File: config.mk
export PLATFORM = sky130hd
export DESIGN_NAME = bit_invert_exec
export DESIGN_NICKNAME = d
export VERILOG_FILES = /design/src/logic/bit_invert_pkg.sv /design/src/logic/bit_invert_exec.sv
export SDC_FILE = /design/constraint.sdc
export NUM_CORES = 1
export LEC_CHECK = 0
export BUFFER_PORTS_ARGS = -buffer_cell sky130_fd_sc_hd__clkbuf_2
export CORE_ASPECT_RATIO = 0.6
export CORE_MARGIN = 1.5
export CORE_UTILIZATION = 50
export DETAILED_ROUTE_END_ITERATION = 6
export PLACE_DENSITY = 0.83
export REMOVE_ABC_BUFFERS = 1
export SLEW_MARGIN = 20
export SYNTH_ARGS = -nofsm -noshare
export SYNTH_HDL_FRONTEND = slang
export SYNTH_SLANG_ARGS = --single-unit
File: constraint.sdc
create_clock -name clk -period 3.3 [get_ports clk]
set_input_delay 0.165 -clock clk [delete_from_list [all_inputs] [get_ports clk]]
set_output_delay 0.165 -clock clk [all_outputs]
set_load 0.005 [all_outputs]
File: src/logic/bit_invert_pkg.sv
// Package with encodings, field layout and phase states of the bit toggle unit
package bit_invert_pkg;

    // Instruction field layout
    localparam int          OPC_MSB      = 15;
    localparam int          OPC_LSB      = 12;
    localparam int          BIT_MSB      = 11;
    localparam int          BIT_LSB      = 9;
    localparam int          ACC_POS      = 8;
    localparam int          FILE_MSB     = 7;
    localparam int          FILE_LSB     = 0;
    localparam logic [3:0]  BIT_INVERT_OP = 4'h7;

    // Addressing constants
    localparam logic [7:0]  ILO_LIMIT    = 8'h5f;
    localparam logic [7:0]  ACC_HI_BASE  = 8'h60;
    localparam logic [3:0]  ACC_HI_BANK  = 4'hf;
    localparam logic [3:0]  ACC_LO_BANK  = 4'h0;

    // Reset values
    localparam logic [11:0] ADDR_RST     = 12'h000;
    localparam logic [7:0]  DATA_RST     = 8'h00;

    // Quarter phases, Gray ordered
    typedef enum logic [1:0] {
        PH_DECODE  = 2'b00,
        PH_READ    = 2'b01,
        PH_PROCESS = 2'b11,
        PH_WRITE   = 2'b10
    } phase_t;

    // Decoded instruction fields
    typedef struct packed {
        logic [3:0] opcode;
        logic [2:0] bit_idx;
        logic       acc_sel;
        logic [7:0] file_addr;
    } instr_t;

    // Data memory access request
    typedef struct packed {
        logic        rd;
        logic        wr;
        logic [11:0] addr;
        logic [7:0]  wdata;
    } mem_req_t;

endpackage : bit_invert_pkg

File: src/logic/bit_invert_exec.sv
// Decode and execute unit for the single word bit toggle instruction
`timescale 1ns/1ps

// Summary of operation
// RQ1 - Invert the one selected bit of the addressed byte and write back.
// RQ2 - Recognise the toggle by opcode 0111 with bit index, access bit, address.
// RQ3 - Status flags untouched; status changes only if it is the operand.
// RQ4 - Access bit 0 uses the access bank; 1 uses the bank select register.
// RQ5 - Extended set, access bit 0, address up to 5Fh: indexed literal offset.
// RQ6 - One program word, completes in one instruction cycle, no stall.
// RQ7 - Phases: decode, read register, compute toggled value, write register.
// RQ8 - Opcode 15:12, bit index 11:9, access bit 8, file address 7:0.
module bit_invert_exec
    import bit_invert_pkg::*;
(
    // Clock and reset
    input  wire logic        clk,
    input  wire logic        rst_b,
    // Instruction and core state
    input  wire logic [15:0] instr_word,
    input  wire logic [3:0]  bank_select_reg,
    input  wire logic        ext_set_en,
    input  wire logic [11:0] index_base,
    // Data memory port
    input  wire logic [7:0]  mem_rdata,
    output mem_req_t         mem_req,
    // Status
    output phase_t           phase,
    output logic             exec_hit,
    output logic             status_write
);

    // Addressing modes an operand address can come from
    typedef enum logic [1:0] {
        MODE_BANKED  = 2'b00,
        MODE_INDEXED = 2'b01,
        MODE_ACC_HI  = 2'b11,
        MODE_ACC_LO  = 2'b10
    } addr_mode_t;

    // Fields of the word on the instruction bus
    instr_t      fields;
    logic        is_toggle;

    // Address candidates and the chosen one
    addr_mode_t  next_mode;
    logic [11:0] banked_addr;
    logic [11:0] indexed_addr;
    logic [11:0] acc_hi_addr;
    logic [11:0] acc_lo_addr;
    logic [11:0] next_addr;

    // Toggle arithmetic
    logic [7:0]  bit_mask;
    logic [7:0]  next_result;

    // State of the instruction in flight
    logic        active;
    logic [11:0] addr;
    logic [7:0]  operand;
    logic [7:0]  result;

    // Field split of the fetched word
    assign fields.opcode    = instr_word[OPC_MSB:OPC_LSB];    // [RQ8]
    assign fields.bit_idx   = instr_word[BIT_MSB:BIT_LSB];    // [RQ8]
    assign fields.acc_sel   = instr_word[ACC_POS];            // [RQ8]
    assign fields.file_addr = instr_word[FILE_MSB:FILE_LSB];  // [RQ8]

    // Opcode match; every other opcode leaves memory alone
    assign is_toggle = (fields.opcode == BIT_INVERT_OP);      // [RQ2]

    // Banked form: bank register on top of the file address
    assign banked_addr = {bank_select_reg, fields.file_addr}; // [RQ4]

    // Indexed form wraps at 12 bits, like the data space itself
    assign indexed_addr = 12'(index_base + {4'h0, fields.file_addr}); // [RQ5]

    // Access bank halves: low file registers and high special ones
    assign acc_hi_addr = {ACC_HI_BANK, fields.file_addr};     // [RQ4]
    assign acc_lo_addr = {ACC_LO_BANK, fields.file_addr};     // [RQ4]

    // Mode pick; indexed mode only exists with access bit clear
    always_comb begin
        if (fields.acc_sel) begin
            next_mode = MODE_BANKED;                           // [RQ4]
        end else if (ext_set_en && fields.file_addr <= ILO_LIMIT) begin
            next_mode = MODE_INDEXED;                          // [RQ5]
        end else if (fields.file_addr >= ACC_HI_BASE) begin
            next_mode = MODE_ACC_HI;                           // [RQ4]
        end else begin
            next_mode = MODE_ACC_LO;                           // [RQ4]
        end
    end

    // Effective address from the chosen mode
    always_comb begin
        case (next_mode)
            MODE_BANKED: begin
                next_addr = banked_addr;
            end
            MODE_INDEXED: begin
                next_addr = indexed_addr;
            end
            MODE_ACC_HI: begin
                next_addr = acc_hi_addr;
            end
            MODE_ACC_LO: begin
                next_addr = acc_lo_addr;
            end
            default: begin
                next_addr = acc_lo_addr;
            end
        endcase
    end

    // One hot mask of the selected bit
    always_comb begin
        bit_mask = 8'h00;
        bit_mask[fields.bit_idx] = 1'b1;                       // [RQ1]
    end

    // Only the selected bit flips; the rest pass through untouched
    assign next_result = operand ^ bit_mask;                   // [RQ1]

    // Free running quarter phase; never stalls for this instruction
    always_ff @(posedge clk or negedge rst_b) begin
        if (!rst_b) begin
            phase <= PH_DECODE;
        end else begin
            case (phase)
                PH_DECODE: begin
                    phase <= PH_READ;                          // [RQ7]
                end
                PH_READ: begin
                    phase <= PH_PROCESS;                       // [RQ7]
                end
                PH_PROCESS: begin
                    phase <= PH_WRITE;                         // [RQ7]
                end
                PH_WRITE: begin
                    // Back to decode: one cycle per instruction
                    phase <= PH_DECODE;                        // [RQ6]
                end
                default: begin
                    phase <= PH_DECODE;
                end
            endcase
        end
    end

    // Decode verdict, taken once per instruction cycle
    always_ff @(posedge clk or negedge rst_b) begin
        if (!rst_b) begin
            active <= 1'b0;
        end else if (phase == PH_DECODE) begin
            active <= is_toggle;                               // [RQ2]
        end
    end

    // Operand address, frozen so a bus change cannot move the write
    always_ff @(posedge clk or negedge rst_b) begin
        if (!rst_b) begin
            addr <= ADDR_RST;
        end else if (phase == PH_DECODE) begin
            addr <= next_addr;                                 // [RQ4]
        end
    end

    // Operand capture in the read phase
    always_ff @(posedge clk or negedge rst_b) begin
        if (!rst_b) begin
            operand <= DATA_RST;
        end else if (phase == PH_READ) begin
            operand <= mem_rdata;                              // [RQ7]
        end
    end

    // Toggled byte in the process phase; bit index read from the bus,
    // so the word must still stand here
    always_ff @(posedge clk or negedge rst_b) begin
        if (!rst_b) begin
            result <= DATA_RST;
        end else if (phase == PH_PROCESS) begin
            result <= next_result;                             // [RQ1]
        end
    end

    // Read strobe in the read phase only
    assign mem_req.rd = active && (phase == PH_READ);          // [RQ7]

    // Write strobe in the last phase, whole byte written back
    assign mem_req.wr = active && (phase == PH_WRITE);         // [RQ1]

    // Address and data straight from flops
    assign mem_req.addr  = addr;
    assign mem_req.wdata = result;

    // Instruction in flight is a toggle
    assign exec_hit = active;

    // No flag logic here; status moves only via the normal write path
    assign status_write = 1'b0;                                // [RQ3]

endmodule : bit_invert_exec

==> results.md <==
- Setup_tns: 0 ns
- Detailed Route WL: ~4.3 mm
- Max-slew headroom: 0.477
- Largest net degree at the start of global routing: 32
- Period utilization: 0.572
- Drt wl/cell: 13.9 microns
- Hold Vio Cnt, Final: 0
- Clock Skew: roughly 0.0065 ns
- Final Critical Period: 1.89 ns
- Kind of critical path: reg2out
- Worst-Skew Late Latency: roughly 0.28 ns
- Num CTS Buffers: 5
- Worst IR Drop VDD: 0.246 mV
- Vias: 1674
- Core footprint: 3380 sq um
- # setup viols final: 0
- Flops & latches, synth: 31
- Hold Buf Count CTS: 1
- Clk root buf: clkbuf_8
- Total Power: 0.991 mW
- RSZ-0062 raised after global routing: no
- First-pass GRT wire length: 7.09 mm
- Layout Nets: 313
- Reg power frac: 0.427
- Largest fanout on the critical path: 9
- Drt via density: ~5.5
- Internal power: 0.739 mW
- Layout cell share with drive strength beyond 1: 0.351
- Syn Area/Cell: 9.43 sq um
- H-tree Lvls: 2
- I/O Pins: 69
- Die Span Y: 49.9 microns
- Seq/Total Area, Yosys: 0.424
- Ys flop type: dfrtp_1
- Mapped Cells: 194
- Area Overhead vs Synth: 26.5%
- NetSw: ~0.25 mW
- N_diodes: 0
- Pwr/cell area: 428 nW/um^2
- Switching part of the total: 0.254
- Clock Power Share: 0.388
- # clock sinks: 31
- Synthesized area: 1830 sq um
- Dpl hpwl: around 3.3 mm
- Clock buffer depth: 2
- Comb pwr share: 0.184
- P_leak: around 1.1 nW
- WP data required: 3.13 ns
- DR iter-0 viols: 136
- Setup crit start kind: register
- FP Rows: 16
- Max-slew violation count: 0
- Synth warnings: 0
- Setup Buffers After CTS: 0
- CTS tree: done
- Total track usage: 0.235
- Antenna Nets Post-Route: 0
- Placer Congestion: around 0.92
- Max Fclk: roughly 530 MHz
- Grt total ovfl: 0
- Async SR Flop Fraction: 1.00
- Detailed Routing Iterations Pass 1: 4
- Max-cap violations: 0
- Hold/Removal Path Class: in2reg
- Post_cts resized: 0
- Die area: between 4000 and 5000 sq um
- Vias in the first global route: 1592
- DRC violations left: 0
- Initial antenna violation count: 0
- Unique masters post-synth: 39
- Reg clk slew, reported paths: 0.06 ns
- Crit path arrival time: 1.72 ns
- Crit. End Element: output port
- Worst-margin pin slew: around 0.8 ns
- Outcome: finished clean
- Number of port buffers: 67
- Initial Util: 0.541
- Post-synth EDFFs: 0
- Die width: 81.1 microns
## cells in the final DEF, fill, tap and decap left out, types with 4 or more instances in the layout
cell and instances:
ha_1 8, o21ai_0 8, nand2_1 13, a31oi_1 4, nand3_1 8, a21oi_1 19, dfrtp_1 31, xor2_1 8
a21o_1 6, clkbuf_2 67, xnor2_1 6, o22ai_1 6, nor2_1 20, mux2_2 8, clkbuf_8 6
## area by class of cell
type	instances	area (sq um)
multi-input cells	151	1000
clock inverters	2	35.0
inverters	3	11.3
clock buffers	6	82.6
well taps	45	56.3
repair buffers	69	353
fillers	294	1070
flip-flops and latches	31	776
## worst max-delay path: stages, from the launching register on
cell      delay [ns]
dfrtp_1         0.45
nor2b_1         0.67
and2_1          0.22
clkbuf_2        0.11
## metrics by stage
stage / instance area (sq um) / hold slack, ns / instances / util / setup WS, ns
global route: 2310 / 0.109 / 307 / 0.684 / 1.25
floorplan: 1790 / -0.131 / 185 / - / 1.68
CTS: 2310 / 0.109 / 307 / 0.684 / 1.39
finish: 2310 / 0.117 / 307 / 0.684 / 1.41
detailed placement: 2190 / 0.282 / 298 / 0.646 / 1.47
global placement: 2190 / 0.278 / 298 / 0.646 / 1.51
## worst paths after layout
check	from	cells past startpoint	slack [ns]	end
worst max-delay path	phase[0]	3	1.41	mem_req[21]
worst min-delay path	mem_rdata[6]	2	0.12	operand[6]
worst max register to register	phase[0]	2	1.66	operand[0]
worst min register to register	addr[5]	2	0.48	addr[5]
max in group asynchronous	rst_b	2	2.31	phase[1]
min in group asynchronous	rst_b	2	0.49	addr[6]
## logic make-up after synthesis
family                   share of synthesized area
AO/OA/AOI/OAI                                0.182
XOR/XNOR                                    0.0670
adder cells (fa/ha/maj)                     0.0657
buffers and inverters                       0.0287
flip-flops                                   0.424
multiplexers                                0.0492
other                                      0.00205
AND/OR/NAND/NOR                              0.181
## power by group through the flow
stage | registers [mW] | logic (mW) | clock network [mW]
6_report | 0.424 | 0.183 | 0.385
2_1_floorplan | 0.430 | 0.0972 | 0
3_3_place_gp | 0.429 | 0.176 | 0
3_5_place_dp | 0.430 | 0.181 | 0
5_1_grt | 0.427 | 0.207 | 0.412
4_1_cts | 0.423 | 0.183 | 0.392
## registers in the layout, indices dropped and copies added (netlist names)
| signal | count |
|---|---|
| exec_hit | 1 |
| phase | 2 |
| operand | 8 |
| addr | 12 |
| result | 8 |
## cell usage after synthesis, types with 5 or more instances
cell type	number	area (sq um)
o21ai_0	8	40.0
a21o_1	6	45.0
o22ai_1	6	37.5
nor2_1	20	75.1
nand3_1	8	40.0
xnor2_1	6	52.6
mux2_2	8	90.1
xor2_1	8	70.1
dfrtp_1	31	776
ha_1	8	100
nand2_1	13	48.8
clkbuf_1	5	18.8
a21oi_1	19	95.1
## layer usage
metal / wire length (microns) / vias up / GRT usage
met5: 0 / - / 0
met4: 19 / 0 / 0.0431
met3: 363 / 5 / 0.0704
met2: 1670 / 77 / 0.340
met1: 2220 / 770 / 0.347
li1: - / 822 / -
(Power assumes the default switching activity.)
